==> config.mk <==
export PLATFORM = sky130hd
export DESIGN_NAME = ioadm_top
export DESIGN_NICKNAME = d
export VERILOG_FILES = /design/src/ioadm_pkg.sv /design/src/ioadm_top.sv
export SDC_FILE = /design/constraint.sdc
export NUM_CORES = 1
export LEC_CHECK = 0
export ABC_AREA = 1
export BUFFER_PORTS_ARGS = -buffer_cell sky130_fd_sc_hd__buf_2
export CORE_ASPECT_RATIO = 1.25
export CORE_MARGIN = 4
export CORE_UTILIZATION = 25
export CTS_CLUSTER_SIZE = 28
export DETAILED_ROUTE_END_ITERATION = 7
export SYNTH_ARGS = -nofsm -noshare
export SYNTH_HDL_FRONTEND = slang
export SYNTH_SLANG_ARGS = --single-unit
==> constraint.sdc <==
create_clock -name SYS_CLK -period 3.7 [get_ports SYS_CLK]
set_input_delay 0.185 -clock SYS_CLK [delete_from_list [all_inputs] [get_ports SYS_CLK]]
set_output_delay 0.185 -clock SYS_CLK [all_outputs]
set_load 0.01 [all_outputs]
==> src/ioadm_pkg.sv <==
package ioadm_pkg;
    // register indices of the low i/o bank; the apb byte address is four times the index
    localparam logic [7:0] IDX_PORT_A_DATA = 8'h00;
    localparam logic [7:0] IDX_PORT_B_DATA = 8'h01;
    localparam logic [7:0] IDX_PORT_A_DIR  = 8'h04;
    localparam logic [7:0] IDX_PORT_B_DIR  = 8'h05;
    localparam logic [7:0] IDX_IRQ_KBD     = 8'h1a;
    localparam logic [7:0] IDX_KBD_ENABLE  = 8'h1b;
    localparam logic [7:0] IDX_INT_STATUS  = 8'h30;
    localparam logic [7:0] IDX_INT_ENABLE  = 8'h31;
    localparam logic [7:0] IDX_INT_CLEAR   = 8'h32;
    localparam logic [7:0] IDX_LAST_ADDR   = 8'h33;
    // cpu-side memory map boundaries
    localparam logic [15:0] MAP_IO_LO     = 16'h0000;
    localparam logic [15:0] MAP_IO_HI     = 16'h003f;
    localparam logic [15:0] MAP_RAM_LO    = 16'h0080;
    localparam logic [15:0] MAP_RAM_HI    = 16'h00ff;
    localparam logic [15:0] MAP_FLASH_LO  = 16'h7800;
    localparam logic [15:0] MAP_FLASH_HI  = 16'h7fee;
    localparam logic [15:0] MAP_TRIM      = 16'h7fef;
    localparam logic [15:0] MAP_VEC_LO    = 16'hfff2;
    localparam logic [15:0] MAP_VEC_HI    = 16'hffff;
    localparam logic [15:0] MAP_MON_LO    = 16'hf000;
    localparam logic [15:0] MAP_MON_HI    = 16'hf2ef;
    localparam logic [15:0] MAP_SYS_LO    = 16'hfe00;
    localparam logic [15:0] MAP_SYS_B     = 16'hfe08;
    localparam logic [15:0] MAP_SYS_C_LO  = 16'hfe0c;
    localparam logic [15:0] MAP_SYS_C_HI  = 16'hfe0f;
    localparam logic [15:0] MAP_RSV_LO    = 16'hfe03;
    localparam logic [15:0] MAP_RSV_HI    = 16'hfe06;
    localparam logic [15:0] MAP_RSV_B     = 16'hfe09;
    localparam logic [15:0] MAP_PROTECT   = 16'hfff0;
    localparam logic [15:0] MAP_WATCHDOG  = 16'hffff;
    // field positions
    localparam int BIT_MCLK_OUT_EN = 7;
    localparam int BIT_IRQ_FLAG    = 7;
    localparam int BIT_IRQ_ACK     = 6;
    localparam int BIT_IRQ_MASK    = 5;
    localparam int BIT_IRQ_MODE    = 4;
    localparam int BIT_KBD_FLAG    = 3;
    localparam int BIT_KBD_ACK     = 2;
    localparam int BIT_KBD_MASK    = 1;
    localparam int BIT_KBD_MODE    = 0;
    localparam logic [7:0] PORT_B_MASK   = 8'h3f;
    localparam logic [7:0] DIR_B_MASK    = 8'hbf;
    localparam logic [7:0] KBD_EN_MASK   = 8'h7e;
    localparam logic [7:0] CTRL_WR_MASK  = 8'h33;
    localparam logic [7:0] RESET_ZERO    = 8'h00;
    // interrupt status bits
    localparam int EV_ILLEGAL = 0;
    localparam int EV_IRQ     = 1;
    localparam int EV_KBD     = 2;
    localparam int EV_W       = 3;
    // decoded region of a cpu access
    typedef enum logic [3:0] {
        IOADM_SEL_NONE   = 4'b0000,
        IOADM_SEL_IO     = 4'b0001,
        IOADM_SEL_RAM    = 4'b0010,
        IOADM_SEL_FLASH  = 4'b0011,
        IOADM_SEL_TRIM   = 4'b0100,
        IOADM_SEL_VECTOR = 4'b0101,
        IOADM_SEL_MON    = 4'b0110,
        IOADM_SEL_SYSREG = 4'b0111,
        IOADM_SEL_RSVD   = 4'b1000
    } ioadm_sel_t;
endpackage

==> src/ioadm_top.sv <==
//Contract
// - unimplemented access requests illegal-address reset
// - route 0000-003f to i/o registers
// - map 128-byte ram at 0080-00ff
// - map 2031-byte flash at 7800-7fee
// - fourteen vector bytes at top of map, fff2-ffff; ffff decodes as the watchdog register
// - map monitor rom f000-f2ef
// - reserve 7fef for clock trim value
// - select system registers fe00 up to ffff; only fe00-fe02, fe08, fe0c-fe0f, fff0 and ffff decode as such
// - port a data eight bits, reset-unaffected
// - port b data bits 5-0, reset-unaffected
// - port b six-bit bidirectional port
// - port a direction, cleared by reset
// - port b direction with clock-out enable
// - irq/keyboard control with flags and acks
// - enabled keyboard pins interrupt, pull up
// - internal reset drives reset pin low
//
// Our own choice: the APB register port.
module ioadm_top (
    input  wire logic                 SYS_CLK,
    input  wire logic                 SRST,
    input  wire logic                 PSEL,
    input  wire logic                 PENABLE,
    input  wire logic                 PWRITE,
    input  wire logic [7:0]           PADDR,
    input  wire logic [31:0]          PWDATA,
    output logic                      PREADY,
    output logic [31:0]               PRDATA,
    output logic                      PSLVERR,
    input  wire logic                 CPU_VALID,
    input  wire logic [15:0]          CPU_ADDR,
    output ioadm_pkg::ioadm_sel_t     CPU_SEL,
    output logic                      ILLEGAL_RESET_REQ,
    input  wire logic [7:0]           PORT_A_IN,
    output logic [7:0]                PORT_A_OUT,
    output logic [7:0]                PORT_A_OE,
    output logic [7:0]                PORT_A_PULLUP,
    input  wire logic [5:0]           PORT_B_IN,
    output logic [5:0]                PORT_B_OUT,
    output logic [5:0]                PORT_B_OE,
    output logic                      MASTER_CLOCK_OUT_ENABLE,
    input  wire logic                 IRQ_PIN_N,
    output logic                      CPU_IRQ,
    output logic                      CPU_KBD_IRQ,
    input  wire logic                 INTERNAL_RESET,
    output logic                      RESET_PIN_N_OUT,
    output logic                      RESET_PIN_OE,
    output logic                      INT_OUT
);
    import ioadm_pkg::*;

    // register and pipeline state;
    // port data latches have no
    // reset, so software can preload
    // a value before a pin turns to
    // output without a glitch
    logic [7:0]  port_a_data_q, port_b_data_q, port_a_dir_q, port_b_dir_q;
    logic [7:0]  irq_keyboard_control_q, keyboard_enable_reg_q;
    logic [EV_W-1:0] int_status_q, int_enable_q;
    logic [15:0] last_addr_q;
    logic [7:0]  pa_s1_q, pa_s2_q, pa_s3_q;
    logic [5:0]  pb_s1_q, pb_s2_q;
    logic        irq_s1_q, irq_s2_q, irq_s3_q;
    logic        illegal_q;
    logic        pready_q, pslverr_q;
    logic [31:0] prdata_q;
    ioadm_sel_t  sel_q;

    // cpu side: every valid cycle
    // is decoded at once and the
    // region is registered, so the
    // select lags the access by one
    // edge, just like the reset
    // request that a gap raises

    // cpu address decode, regions are disjoint except at ffff
    wire in_io    = (CPU_ADDR <= MAP_IO_HI);
    wire in_ram   = (CPU_ADDR >= MAP_RAM_LO) && (CPU_ADDR <= MAP_RAM_HI);
    wire in_flash = (CPU_ADDR >= MAP_FLASH_LO) && (CPU_ADDR <= MAP_FLASH_HI);
    wire in_trim  = (CPU_ADDR == MAP_TRIM);
    wire in_vec   = (CPU_ADDR >= MAP_VEC_LO) && (CPU_ADDR <= MAP_VEC_HI);
    wire in_mon   = (CPU_ADDR >= MAP_MON_LO) && (CPU_ADDR <= MAP_MON_HI);
    wire in_sys   = (CPU_ADDR >= MAP_SYS_LO && CPU_ADDR <= MAP_SYS_LO + 16'h2)
                 || (CPU_ADDR == MAP_SYS_B)
                 || (CPU_ADDR >= MAP_SYS_C_LO && CPU_ADDR <= MAP_SYS_C_HI)
                 || (CPU_ADDR == MAP_PROTECT) || (CPU_ADDR == MAP_WATCHDOG);
    // reserved and unimplemented
    // bytes differ: a stray access
    // to a reserved byte must not
    // reset the part, a gap must
    // reserved locations answer nothing defined but do not reset
    wire in_rsvd  = (CPU_ADDR >= MAP_RSV_LO && CPU_ADDR <= MAP_RSV_HI)
                 || (CPU_ADDR == MAP_RSV_B);
    // the select order matters only
    // at ffff, which is vector space
    // and the watchdog at once; the
    // register wins so writes land
    // vectors sit at the top of the map; watchdog wins ffff as a register
    wire        any_hit = in_io | in_ram | in_flash | in_trim | in_vec | in_mon | in_sys | in_rsvd;
    ioadm_sel_t sel_d;
    assign sel_d = !CPU_VALID ? IOADM_SEL_NONE :
                   in_sys     ? IOADM_SEL_SYSREG :
                   in_io      ? IOADM_SEL_IO :
                   in_ram     ? IOADM_SEL_RAM :
                   in_flash   ? IOADM_SEL_FLASH :
                   in_trim    ? IOADM_SEL_TRIM :
                   in_vec     ? IOADM_SEL_VECTOR :
                   in_mon     ? IOADM_SEL_MON :
                   in_rsvd    ? IOADM_SEL_RSVD : IOADM_SEL_NONE;
    wire illegal_hit = CPU_VALID && !any_hit;

    // register bus side: one register
    // per aligned word, one byte wide
    // save the two-byte last address,
    // in the low lanes; an address with
    // low bits set or no register
    // behind it answers with an
    // error and changes nothing

    // apb decode; a request is taken in its first access cycle
    wire apb_go = PSEL && PENABLE && !pready_q;
    wire wr     = apb_go && PWRITE;
    wire rd     = apb_go && !PWRITE;
    // misaligned addresses map to an index no register has
    wire [7:0] reg_idx = (PADDR[1:0] == 2'b00) ? {2'b00, PADDR[7:2]} : 8'hff;
    wire a_pa   = (reg_idx == IDX_PORT_A_DATA);
    wire a_pb   = (reg_idx == IDX_PORT_B_DATA);
    wire a_da   = (reg_idx == IDX_PORT_A_DIR);
    wire a_db   = (reg_idx == IDX_PORT_B_DIR);
    wire a_ik   = (reg_idx == IDX_IRQ_KBD);
    wire a_ke   = (reg_idx == IDX_KBD_ENABLE);
    wire a_st   = (reg_idx == IDX_INT_STATUS);
    wire a_en   = (reg_idx == IDX_INT_ENABLE);
    wire a_cl   = (reg_idx == IDX_INT_CLEAR);
    wire a_la   = (reg_idx == IDX_LAST_ADDR);
    wire mapped = a_pa | a_pb | a_da | a_db | a_ik | a_ke | a_st | a_en | a_cl | a_la;
    wire [7:0] wbyte = PWDATA[7:0];

    // a read of a port shows the
    // pin where the bit is an input,
    // so software sees what the
    // outside world drives there;
    // unused bits always read zero

    // pins read back where they are inputs, latch where outputs
    wire [7:0] pa_view = (port_a_dir_q & port_a_data_q) | (~port_a_dir_q & pa_s2_q);
    wire [5:0] pb_view = (port_b_dir_q[5:0] & port_b_data_q[5:0])
                       | (~port_b_dir_q[5:0] & pb_s2_q);
    wire [7:0] rmux =
        a_pa ? pa_view :
        a_pb ? {2'b00, pb_view} :
        a_da ? port_a_dir_q :
        a_db ? (port_b_dir_q & DIR_B_MASK) :
        a_ik ? (irq_keyboard_control_q & ~8'h44) :
        a_ke ? (keyboard_enable_reg_q & KBD_EN_MASK) :
        a_st ? {5'h00, int_status_q} :
        a_en ? {5'h00, int_enable_q} : 8'h00;
    wire [31:0] rword = a_la ? {16'h0000, last_addr_q} : {24'h000000, rmux};

    // keyboard and irq detection;
    // edge mode needs one cycle of
    // history, taken from the third
    // stage so no unsynchronised
    // value reaches the flag logic;
    // a disabled pin never counts

    // keyboard: enabled port a pins 6..1, active low, edge or level
    wire [7:0] kb_en   = keyboard_enable_reg_q & KBD_EN_MASK;
    wire       kb_any  = |(kb_en & ~pa_s2_q);
    wire       kb_was  = |(kb_en & ~pa_s3_q);
    wire       kb_ev   = irq_keyboard_control_q[BIT_KBD_MODE] ? kb_any : (kb_any && !kb_was);
    wire       irq_ev  = irq_keyboard_control_q[BIT_IRQ_MODE] ? !irq_s2_q : (!irq_s2_q && irq_s3_q);
    wire       ack_i   = wr && a_ik && wbyte[BIT_IRQ_ACK];
    wire       ack_k   = wr && a_ik && wbyte[BIT_KBD_ACK];
    wire [EV_W-1:0] ev = {kb_ev, irq_ev, illegal_hit};
    wire [EV_W-1:0] clr = (wr && a_cl) ? wbyte[EV_W-1:0] : '0;

    // pins are asynchronous: two
    // flops settle metastability
    // before anything reads them;
    // the cost is two cycles of lag
    // on every pin event

    // pin synchronisers; second stage feeds logic, third is an edge history
    always_ff @(posedge SYS_CLK) begin
        pa_s1_q  <= PORT_A_IN;
        pa_s2_q  <= pa_s1_q;
        pa_s3_q  <= pa_s2_q;
        pb_s1_q  <= PORT_B_IN;
        pb_s2_q  <= pb_s1_q;
        irq_s1_q <= IRQ_PIN_N;
        irq_s2_q <= irq_s1_q;
        irq_s3_q <= irq_s2_q;
    end

    // no reset branch on purpose:
    // the latches keep what was
    // written across every reset,
    // and power up unknown until
    // software writes them once

    // port data latches keep their content across reset
    always_ff @(posedge SYS_CLK) begin
        if (wr && a_pa) begin
            port_a_data_q <= wbyte;
        end
        if (wr && a_pb) begin
            port_b_data_q <= wbyte & PORT_B_MASK;
        end
    end

    // reset clears all of these so
    // every pin comes up as input
    // and of the interrupts only the
    // irq pin is armed after reset;
    // status is sticky until cleared

    // direction, control and interrupt registers
    always_ff @(posedge SYS_CLK) begin
        if (SRST) begin
            port_a_dir_q           <= RESET_ZERO;
            port_b_dir_q           <= RESET_ZERO;
            irq_keyboard_control_q <= RESET_ZERO;
            keyboard_enable_reg_q  <= RESET_ZERO;
            int_status_q           <= '0;
            int_enable_q           <= '0;
        end else begin
            if (wr && a_da) port_a_dir_q <= wbyte;
            if (wr && a_db) port_b_dir_q <= wbyte & DIR_B_MASK;
            if (wr && a_ke) keyboard_enable_reg_q <= wbyte & KBD_EN_MASK;
            if (wr && a_en) int_enable_q <= wbyte[EV_W-1:0];
            if (wr && a_ik) begin
                irq_keyboard_control_q[BIT_IRQ_MASK] <= wbyte[BIT_IRQ_MASK];
                irq_keyboard_control_q[BIT_IRQ_MODE] <= wbyte[BIT_IRQ_MODE];
                irq_keyboard_control_q[BIT_KBD_MASK] <= wbyte[BIT_KBD_MASK];
                irq_keyboard_control_q[BIT_KBD_MODE] <= wbyte[BIT_KBD_MODE];
            end
            // acknowledges are strobes:
            // they never store and read
            // back as zero, so only the
            // flag, mask and mode bits remain
            // flags: a new event wins over an acknowledge in the same cycle
            irq_keyboard_control_q[BIT_IRQ_FLAG] <= irq_ev | (irq_keyboard_control_q[BIT_IRQ_FLAG] & ~ack_i);
            irq_keyboard_control_q[BIT_KBD_FLAG] <= kb_ev | (irq_keyboard_control_q[BIT_KBD_FLAG] & ~ack_k);
            int_status_q <= ev | (int_status_q & ~clr);
        end
    end

    // the request must not fall
    // back before the reset
    // controller acts, or the
    // offending access would run
    // on with a bad address

    // illegal request holds until reset takes the device
    always_ff @(posedge SYS_CLK) begin
        if (SRST) begin
            illegal_q   <= 1'b0;
            last_addr_q <= 16'h0000;
            sel_q       <= IOADM_SEL_NONE;
        end else begin
            sel_q <= sel_d;
            if (illegal_hit) begin
                illegal_q   <= 1'b1;
                last_addr_q <= CPU_ADDR;
            end
        end
    end

    // ready is registered: one
    // wait cycle always, and it
    // clears itself so a request
    // still held is not taken twice;
    // read data stands with ready

    // apb answer registers, one wait state
    always_ff @(posedge SYS_CLK) begin
        if (SRST) begin
            pready_q  <= 1'b0;
            pslverr_q <= 1'b0;
            prdata_q  <= 32'h00000000;
        end else begin
            pready_q  <= PSEL && PENABLE && !pready_q;
            pslverr_q <= apb_go && !mapped;
            prdata_q  <= (rd && mapped) ? rword : 32'h00000000;
        end
    end

    // every pin control is a flop
    // so no decode glitch reaches
    // a pad; keyboard pins stop
    // driving so the pull-up works
    // and the key can pull low

    // pin drive registers; pull-ups follow the keyboard enables
    always_ff @(posedge SYS_CLK) begin
        if (SRST) begin
            PORT_A_OUT              <= 8'h00;
            PORT_A_OE               <= 8'h00;
            PORT_A_PULLUP           <= 8'h00;
            PORT_B_OUT              <= 6'h00;
            PORT_B_OE               <= 6'h00;
            MASTER_CLOCK_OUT_ENABLE <= 1'b0;
            CPU_IRQ                 <= 1'b0;
            CPU_KBD_IRQ             <= 1'b0;
            INT_OUT                 <= 1'b0;
        end else begin
            PORT_A_OUT              <= port_a_data_q;
            PORT_A_OE               <= port_a_dir_q & ~kb_en;
            PORT_A_PULLUP           <= kb_en;
            PORT_B_OUT              <= port_b_data_q[5:0];
            PORT_B_OE               <= port_b_dir_q[5:0];
            MASTER_CLOCK_OUT_ENABLE <= port_b_dir_q[BIT_MCLK_OUT_EN];
            CPU_IRQ     <= irq_keyboard_control_q[BIT_IRQ_FLAG] & ~irq_keyboard_control_q[BIT_IRQ_MASK];
            CPU_KBD_IRQ <= irq_keyboard_control_q[BIT_KBD_FLAG] & ~irq_keyboard_control_q[BIT_KBD_MASK];
            INT_OUT     <= |(int_status_q & int_enable_q);
        end
    end

    // the pin only ever pulls low;
    // the outside pull-up raises it,
    // so other devices may share
    // the reset line safely; the
    // request path adds one edge

    // reset pin is driven during reset too, so it pulls low throughout
    always_ff @(posedge SYS_CLK) begin
        RESET_PIN_N_OUT <= 1'b0;
        RESET_PIN_OE    <= SRST | INTERNAL_RESET | illegal_q | illegal_hit;
    end

    // bus answers and decode
    // results leave straight from
    // their registers, so nothing
    // combinational reaches a port
    assign PREADY            = pready_q;
    assign PRDATA            = prdata_q;
    assign PSLVERR           = pslverr_q;
    assign CPU_SEL           = sel_q;
    assign ILLEGAL_RESET_REQ = illegal_q;
endmodule

==> flow_summary_export.csv, run 1 <==
group,metric,value,unit
status,status,"completed",
sta,whs,29.1,ps
synth,synth.top_cell.area_share,0.467,
min_path,hold_path_class,"input pin to flip-flop",
grt,grt_pass1_wl,27.4,mm
critical_path,path_cells,"buf_2 > nor2_4 > nand2_2 > nor2_2 > nand2_1 > nor2_2 > inv_2 > nor2_1",
critical_path,critPathMaxFanout,12,
critical_path,arrival,1890,ps
routing,antenna_left,0,
grt,antenna_found_initial,1,
sta,min_period_over_period,0.497,
synth,synth.area.top_cells,"dfxtp_1 (47%), nand2_1 (8.5%), edfxtp_1 (6.6%)",
floorplanning,coreArea,0.0247,mm^2
flow_run,drv_cap,0,
critical_path,cp-end-kind,"flip-flop",
placement,dp_hpwl,13.4,mm
sta,slew_viol_final,0,
grt,grt_max_degree,47,
clocking,cts_sinks,162,
grt,grt_pass1_vias,5191,
synth,synth_cells,793,
clocking,clkTransAtPathRegs,70,ps
synth,netlist_area,0.00635,mm^2
power,p_leak,3.65,nW
sta,fmax,0.544,GHz
floorplanning,die_area,0.0280,mm^2
sta,finClkSkew,10.2,ps
floorplanning,ios,159,
clocking,worstSkewPairLatency,430,ps
power,power-per-cell-area,477,mW/mm^2
critical_path,critPathMaxStageDelay,690,ps
clocking,cts_resized,0,
floorplanning,start_util,0.257,
routing,drt-vias-per-instance,4.19,
layout,drive_gt1_frac,0.199,
critical_path,cp_slowest_cell,"nor2_1",
clocking,root_buffer,"clkbuf_16",
grt,grt_use_total,0.129,
routing,vias,5319,
placement,gp_congestion,0.887,
critical_path,crit_required,3750,ps
routing,wl_per_cell,13.9,um
sta,max-slew-margin-rel,0.411,
clocking,clockBufferDepth,2,
synth,synthDistinctLibCells,37,
sta,period_minus_slack,1840,ps
critical_path,crit_top_cell,"nor2_2",
layout,final_util,0.320,
synth,ys.warnings.count,0,
placement,numPortBuffers,115,
layout,stdcell_count,1269,
floorplanning,die_w,151,um
layout,n_fill_cell,2662,
placement,dpl.cell_count,1219,
sta,setup_viol,0,
power,peakVddDrop,0.233,mV
layout,num_antenna_cells,0,
clocking,cts_buffers,17,
sta,hold_viol,0,
layout,seqCellArea,0.00338,mm^2
critical_path,startpoint_type,"input pin",
layout,layout_common_cells,"dfxtp_1 (148), nand2_1 (144), buf_2 (115)",
synth,ys_seq_area_frac,0.533,
layout,area_growth,24.8,%
clocking,cts_tree,"built",
critical_path,critPathBufInv,2,
floorplanning,rows,64,
layout,layout_commonest_cell,"dfxtp_1",
floorplanning,die_h,186,um
synth,synth_top_cell_by_area,"dfxtp_1",
layout,layout.nets,1004,
synth,syn_area_per_cell,8.01,um^2
sta,tightestPinTransition,880,ps
routing,drc_errors,0,
sta,finalSetupTns,0,ps
grt,grt_overflow,0,
synth,ys_ff_latch,162,
critical_path,crit_type,"input pin to flip-flop",
routing,drt_iter0_drc,340,
clocking,htreeDepth,4,
sta,rsz0062_at_grt,"no",
routing,dr.pass1.iters,5,
layout,multi_input_area,0.00234,mm^2
critical_path,crit_family,"simple AND/OR/NAND/NOR gates",
routing,drt_wl_total,17.7,mm
[worst paths after layout]
path / depth (start not counted) / endpoint / startpoint / slack (ps)
max reg2reg: 3 / port_a_data_q[6] / PREADY / 1960
min: 1 / port_b_data_q[3] / PWDATA[3] / 30
max: 8 / port_a_data_q[6] / PADDR[1] / 1860
min reg2reg: 0 / pa_s2_q[1] / pa_s1_q[1] / 320
[where the power goes]
group | internal [mW] | switching, mW | total (mW)
Combinational | 0.0794 | 0.145 | 0.225
Clock | 0.906 | 0.818 | 1.72
Sequential | 1.81 | 0.0191 | 1.83
Total | 2.80 | 0.983 | 3.78
[per-layer routing]
layer	global-route usage	up-vias	wire length [um]
li1	-	2741	-
met1	0.151	2382	7300
met2	0.220	166	8620
met3	0.0397	28	1340
met4	0.0494	2	390
met5	0	-	14
[metrics by stage]
step | instance area, um^2 | power [mW] | setup WS (ps)
after global placement | 7150 | 2.08 | 1410
after global routing | 7930 | 3.95 | 1670
after CTS | 7930 | 3.83 | 1840
after floorplan | 6420 | 2.01 | 1970
final | 7930 | 3.78 | 1860
after detailed placement | 7150 | 2.08 | 1390
[worst register-to-register path, stage by stage (launching register included)]
cell and delay (ps):
dfxtp_1 310, nor2_1 160, nand2_1 170, nor2_1 720
[cells by family (layout without fill, tap and decap cells)]
kind of cell,count (synthesis),in the layout,share of synthesized area
buffers and inverters,153,281,0.110
and+or+nand+nor,340,340,0.243
other,1,19,0.000590
DFF,162,162,0.533
AOI/OAI and AO/OA,137,137,0.114
[what timing repair did]
action                    CTS  global route
hold endpoints to repair   18             0
hold buffers               18             0
setup buffers               0             0
[synth_stat cells]
master and instances:
nor2_2 7, o22ai_1 7, nand2_4 1, edfxtp_1 14, nand3_4 3, nand4_1 4, nand3b_1 1, a21oi_2 2
and2_0 1, buf_2 6, o32ai_1 1, a21oi_1 56, clkbuf_1 7, a211oi_1 1, inv_2 7, nor3_2 1
buf_1 1, nand2_2 6, nor2_1 108, nor3_1 10, nand3_1 42, buf_4 19, nand3_2 5, nor2_8 1
inv_1 107, dfxtp_1 148, o21ai_1 8, nand2_1 144, conb_1 1, o221ai_1 1, nor3_4 1, o21ai_0 57
a41oi_1 1, o211ai_1 1, buf_6 6, nor2_4 5, o21bai_1 2
[state kept, by name (all words and copies together) (netlist names), 7 cells and up]
signal and cells:
PRDATA 16, last_addr_q 16, PORT_A_OE 8, PORT_A_OUT 8, pa_s1_q 8, pa_s2_q 8, port_a_data_q 8, port_a_dir_q 8
port_b_dir_q 7
[cell type report]
cell class,count,area share
repair buffers,135,0.0973
multi-input cells,496,0.295
clock buffers,17,0.0537
inverters,114,0.0540
flip-flops and latches,162,0.427
well taps,330,0.0521
clock inverters,15,0.0212
Power figures use the tool's default switching activity.
==> run 2: changes to the inputs <==
ABC_AREA = 0   (was 1)
clock period = 1.83 ns   (was 3.7 ns; I/O delays follow)
==> flow_summary_export.csv, run 2 <==
group,metric,value,unit
status,status,"completed",
sta,slew_viol_final,0,
min_path,hold_path_class,"input pin to flip-flop",
critical_path,path_cells,"dlygate4sd3_1 > buf_2 > nor3_2 > or3b_1 > nor3_4 > buf_4 > and2_1",
layout,design_area,0.00841,mm^2
synth,ys.warnings.count,0,
clocking,root_buffer,"clkbuf_16",
synth,synth_edf_count,14,
layout,layout_commonest_cell,"dfxtp_1",
clocking,cts_setup_buffers,0,
clocking,clockBufferDepth,2,
layout,num_antenna_cells,0,
floorplanning,die_area,0.0271,mm^2
routing,wl_per_cell,15.7,um
critical_path,cp-end-kind,"flip-flop",
layout,area_growth,37.1,%
synth,synth_flop_cell,"dfxtp_1",
placement,gp_congestion,0.920,
routing,drt-vias-per-instance,4.33,
critical_path,cp_slowest_cell,"dlygate4sd3_1",
critical_path,critPathBufInv,3,
clocking,cts_tree,"built",
sta,setup_viol,0,
sta,rsz0062_at_grt,"no",
clocking,clkTransAtPathRegs,60,ps
critical_path,arrival,1970,ps
grt,grt_overflow,0,
routing,drc_errors,0,
critical_path,critPathMaxStageDelay,530,ps
sta,min_period_over_period,0.879,
synth,ys_seq_area_frac,0.552,
sta,fmax,0.622,GHz
sta,hold_viol,0,
floorplanning,coreArea,0.0240,mm^2
grt,grt_max_degree,107,
routing,vias,4972,
critical_path,crit_required,2190,ps
grt,grt_use_total,0.135,
layout,layout_common_cells,"dfxtp_1 (148), buf_2 (115), buf_4 (77)",
synth,synth_top_cell_by_area,"dfxtp_1",
grt,grt_pass1_vias,5062,
grt,antenna_found_initial,0,
synth,synth.area.top_cells,"dfxtp_1 (48%), mux2i_1 (7.0%), edfxtp_1 (6.9%)",
floorplanning,die_h,183,um
sta,max-slew-margin-rel,0.650,
synth,yosysMostFrequentCell,"dfxtp_1",
synth,synthDistinctLibCells,71,
grt,grt_pass1_wl,28.2,mm
synth,syn_area_per_cell,10.3,um^2
sta,period_minus_slack,1610,ps
routing,drt_iter0_drc,305,
layout,layout.nets,889,
floorplanning,die_w,148,um
power,p_leak,3.48,nW
floorplanning,ios,159,
critical_path,crit_family,"simple AND/OR/NAND/NOR gates",
routing,antenna_left,0,
critical_path,critPathMaxFanout,8,
clocking,cts_buffers,17,
placement,numPortBuffers,115,
sta,finalSetupTns,0,ps
floorplanning,rows,63,
critical_path,crit_type,"input pin to flip-flop",
synth,synth_cells,596,
clocking,worstSkewPairLatency,420,ps
flow_run,drv_cap,0,
floorplanning,start_util,0.256,
placement,dpl_cell_area,0.00754,mm^2
clocking,htreeDepth,4,
layout,drive_gt1_frac,0.300,
placement,dp_hpwl,13.7,mm
routing,drt_wl_total,18.0,mm
critical_path,startpoint_type,"input pin",
power,power-per-cell-area,906,mW/mm^2
synth,ys_top_cells_by_count,"dfxtp_1 (148), nor2_1 (44), mux2i_1 (43), nand2_1 (38), a21oi_1 (34)",
power,peakVddDrop,0.537,mV
synth,async_flop_share,0,
synth,netlist_area,0.00613,mm^2
sta,tightestPinTransition,512,ps
synth,synth.top_cell.area_share,0.483,
routing,dr.pass1.iters,6,
synth,ys_ff_latch,162,
sta,finClkSkew,10.3,ps
clocking,cts_sinks,162,
run 2: worst min-delay path, stage by stage:
cell	delay, ps
buf_2	100
nand2_1	100
nor3_2	70
run 2: cell type report:
type | instances | area, um^2
Clock buffer | 18 | 429
Clock inverter | 14 | 140
Fill cell | 2511 | 15600
Inverter | 14 | 52.6
Multi-Input combinational cell | 393 | 2510
Sequential cell | 162 | 3380
Tap cell | 325 | 407
Timing Repair Buffer | 223 | 1480
run 2: report_power, final:
group,internal [mW],leakage [nW],switching [mW]
Clock,1.81,0.280,1.58
Combinational,0.248,1.86,0.282
Sequential,3.66,1.34,0.0431
Total,5.71,3.48,1.90
run 2: repair_timing:
action                                 in CTS  in global routing
endpoints found under the hold margin      46                  0
setup endpoints to repair                   0                  5
resized for setup                           0                  1
hold buffers                               29                  0
run 2: cell families after synthesis:
family          count (synthesis)  share of synthesized area
mux                            46                     0.0757
compound gates                 93                      0.104
simple gates                  234                      0.213
buf+inv                        59                     0.0533
other cells                     1                   0.000612
xor+xnor                        1                    0.00143
flops                         162                      0.552
run 2: metal layers:
layer  wire (um)  global-route usage  share of wire  vias to the layer above
li1            -                   -              -                     2483
met5           0                   0              0                        -
met2        8900               0.226           0.49                      158
met1        7710               0.166           0.43                     2310
met4         445              0.0558          0.025                        0
met3         963              0.0324          0.053                       21
run 2: path summary, 6_finish.rpt:
path / from / endpoint / slack (ps) / cells after the start
setup reg to reg: port_b_dir_q[1] / PRDATA[1] / 230 / 5
hold reg to reg: pa_s1_q[0] / pa_s2_q[0] / 330 / 0
hold / removal: PENABLE / PREADY / 3 / 3
setup / recovery: SRST / PRDATA[13] / 220 / 7
run 2: metrics by stage:
step           setup WS (ps)  hold slack (ps)  std cells  power, mW  utilization
3_3_place_gp            -110              196       1088       4.26        0.315
6_report                 222             2.73       1149       7.62        0.351
4_1_cts                 59.0           0.0999       1149       7.75        0.351
3_5_place_dp            -125              195       1088       4.27        0.315
5_1_grt                  104             12.6       1149       7.94        0.351
2_1_floorplan          -79.5              119        614       4.03            -
